File: src/core/dsp_pkg.sv
// Purpose: Constants for the dual-slope 16-bit PWM block
// Assumes: 32-bit AHB-Lite register access, one word per register
// Notes: Offsets are byte addresses
package dsp_pkg;
  localparam logic [7:0] ADDR_CTRL = 8'h00;
  localparam logic [7:0] ADDR_CMPA = 8'h04;
  localparam logic [7:0] ADDR_CMPB = 8'h08;
  localparam logic [7:0] ADDR_CAPT = 8'h0C;
  localparam logic [7:0] ADDR_CNT = 8'h10;
  localparam logic [7:0] ADDR_FLAG = 8'h14;
  localparam logic [15:0] TOP_8BIT = 16'h00FF;
  localparam logic [15:0] TOP_9BIT = 16'h01FF;
  localparam logic [15:0] TOP_10BIT = 16'h03FF;
  localparam logic [15:0] BOTTOM = 16'h0000;
  localparam logic [3:0] WGM_PC8 = 4'h1;
  localparam logic [3:0] WGM_PC9 = 4'h2;
  localparam logic [3:0] WGM_PC10 = 4'h3;
  localparam logic [3:0] WGM_PFC_CAP = 4'h8;
  localparam logic [3:0] WGM_PFC_CMPA = 4'h9;
  localparam logic [3:0] WGM_PC_CAP = 4'hA;
  localparam logic [3:0] WGM_PC_CMPA = 4'hB;
  localparam logic [1:0] COM_OFF = 2'h0;
  localparam logic [1:0] COM_TOGGLE = 2'h1;
  localparam logic [1:0] COM_NONINV = 2'h2;
  localparam logic [1:0] COM_INV = 2'h3;
  localparam logic [2:0] CS_STOP = 3'h0;
  localparam logic [2:0] CS_DIV1 = 3'h1;
  localparam logic [2:0] CS_DIV8 = 3'h2;
  localparam logic [2:0] CS_DIV64 = 3'h3;
  localparam logic [2:0] CS_DIV256 = 3'h4;
  localparam logic [2:0] CS_DIV1024 = 3'h5;
  localparam logic [9:0] PS_8 = 10'h007;
  localparam logic [9:0] PS_64 = 10'h03F;
  localparam logic [9:0] PS_256 = 10'h0FF;
  localparam logic [9:0] PS_1024 = 10'h3FF;
  // Control word fields
  localparam int CTRL_WGM_LSB = 0;
  localparam int CTRL_COMA_LSB = 4;
  localparam int CTRL_COMB_LSB = 6;
  localparam int CTRL_CS_LSB = 8;
  localparam int CTRL_DIRA_BIT = 12;
  localparam int CTRL_DIRB_BIT = 13;
  // Flag word fields, write one to clear
  localparam int FLG_OVF = 0;
  localparam int FLG_CMPA = 1;
  localparam int FLG_CMPB = 2;
  localparam int FLG_CAPT = 3;
endpackage : dsp_pkg

File: src/core/dsp_pwm16.sv
// Purpose: Dual-slope 16-bit PWM timer with AHB-Lite register access
// Assumes: One clock, port logic outside handles pins with disconnected compare outputs
// Notes: How it works
// How it works
// - Phase correct counter runs up from zero to top, then down, forever.
// - Phase correct top is fixed 8/9/10-bit, capture register, or compare A.
// - Counter stays at top one timer cycle before counting down.
// - Non-inverting clears on up match, sets on down match; inverting opposite.
// - Output mode two is non-inverted, three is inverted PWM.
// - Phase correct overflow flag sets whenever the counter reaches zero.
// - Phase correct compares load at top; top source flag sets then.
// - Compare zero gives constant low, compare top constant high, non-inverted.
// - Fixed top masks unused compare bits to zero on write.
// - Frequency correct top is capture register (8) or compare A (9).
// - Frequency correct compares load at zero with the overflow flag.
// - Frequency correct sets the top source flag at top.
// - Each channel match sets that channel's compare flag.
// - Pin driver is enabled only when the direction bit says output.
// - Timer clock is I/O clock divided by 1, 8, 64, 256 or 1024.
// - Capture top is unbuffered; compare A is double buffered.
// - Output mode one toggles A when mode MSB set, else disconnected.
// - Output mode zero disconnects the compare output.
`timescale 1ns/1ps
module dsp_pwm16 (
  // Clock and reset
  input wire logic clk_sys,
  input wire logic rst_n,
  // AHB-Lite slave
  input wire logic hsel,
  input wire logic [31:0] haddr,
  input wire logic [1:0] htrans,
  input wire logic hwrite,
  input wire logic [2:0] hsize,
  input wire logic [31:0] hwdata,
  output logic [31:0] hrdata,
  output logic hreadyout,
  output logic hresp,
  input wire logic hready,
  // Compare output pins
  output logic compare_output_a,
  output logic compare_output_a_oe_n,
  output logic compare_output_b,
  output logic compare_output_b_oe_n
);
  logic rst_s1_reg, rst_s2_reg;
  always_ff @(posedge clk_sys or negedge rst_n) begin
    if (!rst_n) begin
      rst_s1_reg <= 1'b0;
      rst_s2_reg <= 1'b0;
    end else begin
      rst_s1_reg <= 1'b1;
      rst_s2_reg <= rst_s1_reg;
    end
  end
  wire rstn = rst_s2_reg;

  // Bus address phase capture
  logic wr_pend_reg;
  logic [7:0] addr_reg;
  wire phase_ok = hsel && htrans[1] && hready;
  always_ff @(posedge clk_sys or negedge rstn) begin
    if (!rstn) begin
      wr_pend_reg <= 1'b0;
      addr_reg <= 8'h00;
    end else begin
      wr_pend_reg <= phase_ok && hwrite;
      if (phase_ok) addr_reg <= haddr[7:0];
    end
  end
  wire wr_ctrl = wr_pend_reg && addr_reg == dsp_pkg::ADDR_CTRL;
  wire wr_cmpa = wr_pend_reg && addr_reg == dsp_pkg::ADDR_CMPA;
  wire wr_cmpb = wr_pend_reg && addr_reg == dsp_pkg::ADDR_CMPB;
  wire wr_capt = wr_pend_reg && addr_reg == dsp_pkg::ADDR_CAPT;
  wire wr_cnt = wr_pend_reg && addr_reg == dsp_pkg::ADDR_CNT;
  wire wr_flag = wr_pend_reg && addr_reg == dsp_pkg::ADDR_FLAG;

  // Control register
  logic [13:0] ctrl_reg;
  always_ff @(posedge clk_sys or negedge rstn) begin
    if (!rstn) ctrl_reg <= 14'h0000;
    else if (wr_ctrl) ctrl_reg <= hwdata[13:0];
  end
  wire [3:0] waveform_mode = ctrl_reg[dsp_pkg::CTRL_WGM_LSB +: 4];
  wire waveform_mode_msb = waveform_mode[3];
  wire [1:0] com_a = ctrl_reg[dsp_pkg::CTRL_COMA_LSB +: 2];
  wire [1:0] com_b = ctrl_reg[dsp_pkg::CTRL_COMB_LSB +: 2];
  wire [2:0] clk_sel = ctrl_reg[dsp_pkg::CTRL_CS_LSB +: 3];
  wire pin_direction_bit_a = ctrl_reg[dsp_pkg::CTRL_DIRA_BIT];
  wire pin_direction_bit_b = ctrl_reg[dsp_pkg::CTRL_DIRB_BIT];

  // Mode decode
  wire mode_pfc = waveform_mode == dsp_pkg::WGM_PFC_CAP ||
                  waveform_mode == dsp_pkg::WGM_PFC_CMPA;
  wire mode_pc = waveform_mode == dsp_pkg::WGM_PC8 || waveform_mode == dsp_pkg::WGM_PC9 ||
                 waveform_mode == dsp_pkg::WGM_PC10 || waveform_mode == dsp_pkg::WGM_PC_CAP ||
                 waveform_mode == dsp_pkg::WGM_PC_CMPA;
  wire top_cap = waveform_mode == dsp_pkg::WGM_PC_CAP || waveform_mode == dsp_pkg::WGM_PFC_CAP;
  wire top_cmpa = waveform_mode == dsp_pkg::WGM_PC_CMPA ||
                  waveform_mode == dsp_pkg::WGM_PFC_CMPA;

  // Prescaler
  logic [9:0] ps_cnt_reg;
  logic [9:0] ps_lim;
  always_comb begin
    unique case (clk_sel)
      dsp_pkg::CS_DIV8: ps_lim = dsp_pkg::PS_8;
      dsp_pkg::CS_DIV64: ps_lim = dsp_pkg::PS_64;
      dsp_pkg::CS_DIV256: ps_lim = dsp_pkg::PS_256;
      dsp_pkg::CS_DIV1024: ps_lim = dsp_pkg::PS_1024;
      default: ps_lim = 10'h000;
    endcase
  end
  wire ps_run = clk_sel != dsp_pkg::CS_STOP && clk_sel <= dsp_pkg::CS_DIV1024;
  wire tick = ps_run && ps_cnt_reg >= ps_lim;
  always_ff @(posedge clk_sys or negedge rstn) begin
    if (!rstn) ps_cnt_reg <= 10'h000;
    else if (!ps_run || tick) ps_cnt_reg <= 10'h000;
    else ps_cnt_reg <= ps_cnt_reg + 10'h001;
  end

  // Compare and top registers
  logic [15:0] cmpa_buf_reg, cmpb_buf_reg, cmpa_reg, cmpb_reg;
  logic [15:0] capture_top_value, timer_count;
  logic count_down_reg;
  logic [15:0] top_value;
  always_comb begin
    unique case (waveform_mode)
      dsp_pkg::WGM_PC8: top_value = dsp_pkg::TOP_8BIT;
      dsp_pkg::WGM_PC9: top_value = dsp_pkg::TOP_9BIT;
      dsp_pkg::WGM_PC10: top_value = dsp_pkg::TOP_10BIT;
      default: top_value = top_cap ? capture_top_value : cmpa_reg;
    endcase
  end
  wire [15:0] wmask = (waveform_mode == dsp_pkg::WGM_PC8) ? dsp_pkg::TOP_8BIT :
                      (waveform_mode == dsp_pkg::WGM_PC9) ? dsp_pkg::TOP_9BIT :
                      (waveform_mode == dsp_pkg::WGM_PC10) ? dsp_pkg::TOP_10BIT : 16'hFFFF;
  wire [15:0] wr_cmp_val = hwdata[15:0] & wmask;
  wire at_top = timer_count == top_value;
  wire at_bot = timer_count == dsp_pkg::BOTTOM;
  wire dual = mode_pc || mode_pfc;
  wire load_cmp = tick && dual && (mode_pc ? at_top : at_bot);
  wire match_a = tick && timer_count == cmpa_reg;
  wire match_b = tick && timer_count == cmpb_reg;

  always_ff @(posedge clk_sys or negedge rstn) begin
    if (!rstn) begin
      cmpa_buf_reg <= 16'h0000;
      cmpb_buf_reg <= 16'h0000;
      cmpa_reg <= 16'h0000;
      cmpb_reg <= 16'h0000;
      capture_top_value <= 16'h0000;
    end else begin
      if (wr_cmpa) cmpa_buf_reg <= wr_cmp_val;
      if (wr_cmpb) cmpb_buf_reg <= wr_cmp_val;
      if (wr_capt) capture_top_value <= hwdata[15:0];
      if (!dual) begin
        if (wr_cmpa) cmpa_reg <= wr_cmp_val;
        if (wr_cmpb) cmpb_reg <= wr_cmp_val;
      end else if (load_cmp) begin
        cmpa_reg <= cmpa_buf_reg;
        cmpb_reg <= cmpb_buf_reg;
      end
    end
  end

  // Counter with direction
  always_ff @(posedge clk_sys or negedge rstn) begin
    if (!rstn) begin
      timer_count <= 16'h0000;
      count_down_reg <= 1'b0;
    end else if (wr_cnt) begin
      timer_count <= hwdata[15:0];
    end else if (tick && dual) begin
      if (at_top) begin
        count_down_reg <= 1'b1;
        timer_count <= timer_count - 16'h0001;
      end else if (at_bot) begin
        count_down_reg <= 1'b0;
        timer_count <= timer_count + 16'h0001;
      end else if (count_down_reg) begin
        timer_count <= timer_count - 16'h0001;
      end else begin
        timer_count <= timer_count + 16'h0001;
      end
    end
  end

  // Flags, set wins over clear
  logic [3:0] flag_reg;
  wire [3:0] flag_set;
  assign flag_set[dsp_pkg::FLG_OVF] = tick && dual && at_bot;
  assign flag_set[dsp_pkg::FLG_CMPA] = match_a || (tick && dual && top_cmpa && at_top);
  assign flag_set[dsp_pkg::FLG_CMPB] = match_b;
  assign flag_set[dsp_pkg::FLG_CAPT] = tick && dual && top_cap && at_top;
  wire [3:0] flag_clr = wr_flag ? hwdata[3:0] : 4'h0;
  always_ff @(posedge clk_sys or negedge rstn) begin
    if (!rstn) flag_reg <= 4'h0;
    else flag_reg <= flag_set | (flag_reg & ~flag_clr);
  end

  // Waveform registers
  logic wave_a_reg, wave_b_reg;
  // A match at top counts as the turn to down-counting, so compare equal to top stays high
  wire dir_up = at_bot || (!count_down_reg && !at_top);
  function automatic logic wave_next(input logic cur, input logic [1:0] com, input logic hit,
                                     input logic up, input logic tog_ok);
    logic v;
    v = cur;
    if (hit) begin
      if (com == dsp_pkg::COM_NONINV) v = !up;
      else if (com == dsp_pkg::COM_INV) v = up;
      else if (com == dsp_pkg::COM_TOGGLE && tog_ok) v = !cur;
    end
    return v;
  endfunction : wave_next
  always_ff @(posedge clk_sys or negedge rstn) begin
    if (!rstn) begin
      wave_a_reg <= 1'b0;
      wave_b_reg <= 1'b0;
    end else if (dual) begin
      wave_a_reg <= wave_next(wave_a_reg, com_a, match_a, dir_up, waveform_mode_msb);
      wave_b_reg <= wave_next(wave_b_reg, com_b, match_b, dir_up, 1'b0);
    end
  end

  // Pin drive
  wire conn_a = com_a[1] || (com_a == dsp_pkg::COM_TOGGLE && waveform_mode_msb);
  wire conn_b = com_b[1];
  always_ff @(posedge clk_sys or negedge rstn) begin
    if (!rstn) begin
      compare_output_a <= 1'b0;
      compare_output_b <= 1'b0;
      compare_output_a_oe_n <= 1'b1;
      compare_output_b_oe_n <= 1'b1;
    end else begin
      compare_output_a <= wave_next(wave_a_reg, com_a, match_a && dual, dir_up, waveform_mode_msb);
      compare_output_b <= wave_next(wave_b_reg, com_b, match_b && dual, dir_up, 1'b0);
      compare_output_a_oe_n <= !(conn_a && pin_direction_bit_a);
      compare_output_b_oe_n <= !(conn_b && pin_direction_bit_b);
    end
  end

  // Read mux, taken from the address phase so data stands through the data phase
  wire [7:0] rd_addr = haddr[7:0];
  wire [31:0] rd_mux =
    (rd_addr == dsp_pkg::ADDR_CTRL) ? {18'h00000, ctrl_reg} :
    (rd_addr == dsp_pkg::ADDR_CMPA) ? {16'h0000, cmpa_buf_reg} :
    (rd_addr == dsp_pkg::ADDR_CMPB) ? {16'h0000, cmpb_buf_reg} :
    (rd_addr == dsp_pkg::ADDR_CAPT) ? {16'h0000, capture_top_value} :
    (rd_addr == dsp_pkg::ADDR_CNT) ? {16'h0000, timer_count} :
    (rd_addr == dsp_pkg::ADDR_FLAG) ? {28'h0000000, flag_reg} : 32'h00000000;
  always_ff @(posedge clk_sys or negedge rstn) begin
    if (!rstn) begin
      hrdata <= 32'h00000000;
      hreadyout <= 1'b1;
      hresp <= 1'b0;
    end else begin
      if (phase_ok && !hwrite) hrdata <= rd_mux;
      hreadyout <= 1'b1;
      hresp <= 1'b0;
    end
  end
endmodule : dsp_pwm16

File: config.mk
export PLATFORM = sky130hd
export DESIGN_NAME = dsp_pwm16
export DESIGN_NICKNAME = d
export VERILOG_FILES = /design/src/core/dsp_pkg.sv /design/src/core/dsp_pwm16.sv
export SDC_FILE = /design/constraint.sdc
export NUM_CORES = 1
export LEC_CHECK = 0
export ABC_AREA = 1
export BUFFER_PORTS_ARGS = -buffer_cell sky130_fd_sc_hd__buf_2
export CAP_MARGIN = 20
export CORE_ASPECT_RATIO = 1.5
export CORE_UTILIZATION = 40
export CTS_BUF_LIST = sky130_fd_sc_hd__clkbuf_16
export DETAILED_ROUTE_END_ITERATION = 7
export PLACE_DENSITY = 0.59
export SYNTH_ARGS = -nofsm -noshare
export SYNTH_HDL_FRONTEND = slang
export SYNTH_SLANG_ARGS = --single-unit
File: constraint.sdc
create_clock -name clk_sys -period 4.4 [get_ports clk_sys]
set_input_delay 0.88 -clock clk_sys [delete_from_list [all_inputs] [get_ports clk_sys]]
set_output_delay 0.88 -clock clk_sys [all_outputs]
set_load 0.05 [all_outputs]
==> out/summary.txt <==
critical path's most frequent cell: nand2_1
initial antenna violation count: 1
Yosys reg bits: 158
status: complete, no violations
Synth Area in Simple Gates: 0.291
Largest stage delay, worst path: 0.76 ns
met1 usage: 0.297
r2r worst-path depth: 13
CTS tree: yes
post-route minimum period: 3.40 ns
CTS clk-pin slew, worst paths: 0.06 ns
crit end category: flop
first-pass GRT wire length: 45800 µm
final period utilization: 0.772
combinational family with the most area after synthesis: simple AND/OR/NAND/NOR gates
DR vias/cell: 5.21
XOR/XNOR share of the synthesized area: 0.0473
maxcap violations: 0
Final Slew Violations: 0
Max rail drop VDD: 288 µV
origin of the worst setup path: ctrl_reg[0]
area grow syn2layout: 10.1%
post-synth top area share: 0.414
PostCTS Resize Cnt: 0
DRC Markers: 0
top cell type by total area after synthesis: dfrtp_1
Die H: 190 µm
Pwr Density: 550 nW/µm²
H-tree depth: 4
compound-cell area share of the yosys netlist: 0.123
Reg2Reg Setup Slack: 1.00 ns
via count: 8538
Syn Std Cell Area: 9440 µm²
post-synthesis sequential area ratio: 0.419
number of placement rows: 68
Die Span X: 127 µm
global routing's busiest layer: met2
Post-CTS Setup Repair Bufs: 0
hpwl dp: 21800 µm
skew final: 0.0111 ns
share of layout cells above drive strength 1: 0.0875
mux contribution to synthesized area: 0.00119
worst-path cell chain: o21ai_4 -> nand3_1 -> nand2_1 -> nand2_1 -> nor2_1 -> nand3_1 -> nor2_4 -> nand2_4 -> nand2_2 -> o211ai_2 -> nand2_2 -> nand2_1 -> o21ai_1
critical path capture point: cmpa_reg[8]
CP Data Required Time: 4.75 ns
asr flop ratio synth: 1.00
Post-Synth Adder-Cell Area: 0.0186
Antenna Nets Post-Route: 0
vias in the first global route: 8350
wire per inst: 17.5 µm
synthesized netlist cell count: 1287
Worst Path Class, Setup: flop to flop
gpl congestion: 0.888
RSZ-0062 raised after global routing: false
Initial Util: 0.409
top cells by area, synth: dfrtp_1, nand2_1, o21ai_0, inv_1, nand3_1
post-synth cell types: 43
IO Count: 112
antenna cells: 0
Crit Reg-Reg Endpoint: cmpa_reg[8]
CP max-delay cell: o21ai_4
first drt pass iteration count: 8
root buffer cell: clkbuf_16
GR met2 Demand/Resource: 0.429
Pleak: 5.21 nW
Core ar.: 23100 µm²
CTS Buffer Depth: 2
gr usage total: 0.252
GRT met3 Usage: 0.0433
Layout Utilization: 0.451
crit path max fanout: 33
Port Buffer Count: 49
clk sinks: 158
cts bufs inserted: 17
Critical Path AT: 3.74 ns
Routed WL: 28700 µm
Hold Vio Cnt, Final: 0
yosys warns: 0
clk_lat worst skew: 0.44 ns
Slew Limit Headroom: 0.337
Sum Neg Setup Slack: 0 ns
Mean Syn Cell Area: 7.33 µm²
reg2reg start: ctrl_reg[0]
grt ovf: 0
cts hold-fix bufs: 0
area of the die: 24200 µm²
Setup Viol. Count Final: 0
Slew @ Worst Pin: 0.992 ns
Tightest Hold Check Type: primary input to async pin
Nets: 1400
Post-synth EDFFs: 0
startpoint types: flop
Initial DRC Count: 616
largest net degree at the start of global routing: 101
top_reg_cell synth: dfrtp_1
Max Fclk: 0.294 GHz
## Yosys cell counts, drive strengths merged (2+ instances only)
cell       n
nand2    405
dfrtp    156
o21ai    138
inv      134
nand3     95
nor2      78
clkbuf    39
buf       36
a21oi     31
xor2      30
nand4     25
xnor2     21
nor3      19
o211ai    18
ha        14
nor4      12
o2111ai    7
o22ai      5
a221oi     3
and3       3
clkinv     2
conb       2
dfstp      2
nand3b     2
nor3b      2
o221ai     2
or2        2
## cell families after synthesis
logic type	count (synthesis)
mux	1
buf+inv	211
xor+xnor	51
flops	158
fa+ha+maj	14
simple gates	643
other cells	2
compound gates	207
## metrics by stage
| step | worst slack (ns) | cells | area (µm²) | hold WS, ns | power (mW) |
|---|---|---|---|---|---|
| 2_1_floorplan | 1.79 | 1304 | 9500 | 0.331 | 3.79 |
| 3_5_place_dp | 1.04 | 1608 | 9860 | 0.336 | 4.34 |
| 5_1_grt | 0.708 | 1640 | 10400 | 0.208 | 6.13 |
| 4_1_cts | 1.01 | 1640 | 10400 | 0.209 | 5.73 |
| 3_3_place_gp | 1.04 | 1608 | 9860 | 0.333 | 4.31 |
| 6_report | 1.00 | 1640 | 10400 | 0.227 | 5.71 |
## power breakdown
group          leakage [nW]  switching [mW]  internal [mW]  total [mW]
Sequential             1.68           0.445           1.76        2.21
Combinational          3.27            1.39          0.738        2.12
Clock                 0.253           0.614          0.762        1.38
Total                  5.21            2.44           3.26        5.71
## placed cells by master, fill, tap and decap left out, drive strengths merged
| master | count |
|---|---|
| a21oi | 31 |
| o21bai | 1 |
| a221oi | 3 |
| nor3b | 2 |
| o221ai | 2 |
| xor2 | 30 |
| nor4 | 12 |
| clkinv | 11 |
| dfstp | 2 |
| ha | 14 |
| clkbuf | 17 |
| conb | 19 |
| or2 | 2 |
| buf | 64 |
| xnor2 | 21 |
| inv | 135 |
| o22ai | 5 |
| bufinv | 1 |
| dfrtp | 156 |
| o31ai | 1 |
| nand4 | 25 |
| nand3 | 95 |
| o2111ai | 7 |
| nor2 | 78 |
| and3 | 3 |
| a211oi | 1 |
| o21ai | 138 |
| mux2 | 1 |
| nor3 | 19 |
| clkinvlp | 4 |
| o211ai | 18 |
| nand2 | 405 |
| nand3b | 2 |
## routing by layer
metal  vias up  share of wire
met5         -              0
met1      4002           0.41
li1       4191              -
met4         0          0.052
met2       267           0.50
met3        78          0.044
## area by class of cell
class / instances / area [µm²]
inverter: 136 / 510
tap: 315 / 394
timing repair buffer: 64 / 370
fill: 2391 / 12700
clock buffer: 17 / 425
sequential: 158 / 3960
multi-input combinational: 935 / 4620
clock inverter: 15 / 106
## worst max-delay path, delay by kind of cell (launching register included)
kind               cells  cell delay, ns
and+or+nand+nor       10            1.62
AOI/OAI and AO/OA      3            1.14
DFF                    1            0.52
## worst min-delay path by stage
| stage | to | slack, ns | cells after the start |
|---|---|---|---|
| finish | rst_s2_reg | 0.23 | 1 |
| global route | rst_s2_reg | 0.21 | 1 |
| CTS | rst_s2_reg | 0.21 | 1 |
| detailed placement | rst_s2_reg | 0.34 | 0 |
| global placement | rst_s2_reg | 0.33 | 0 |
| floorplan | rst_s2_reg | 0.33 | 0 |
No activity file was read; power rests on OpenSTA's default activity.
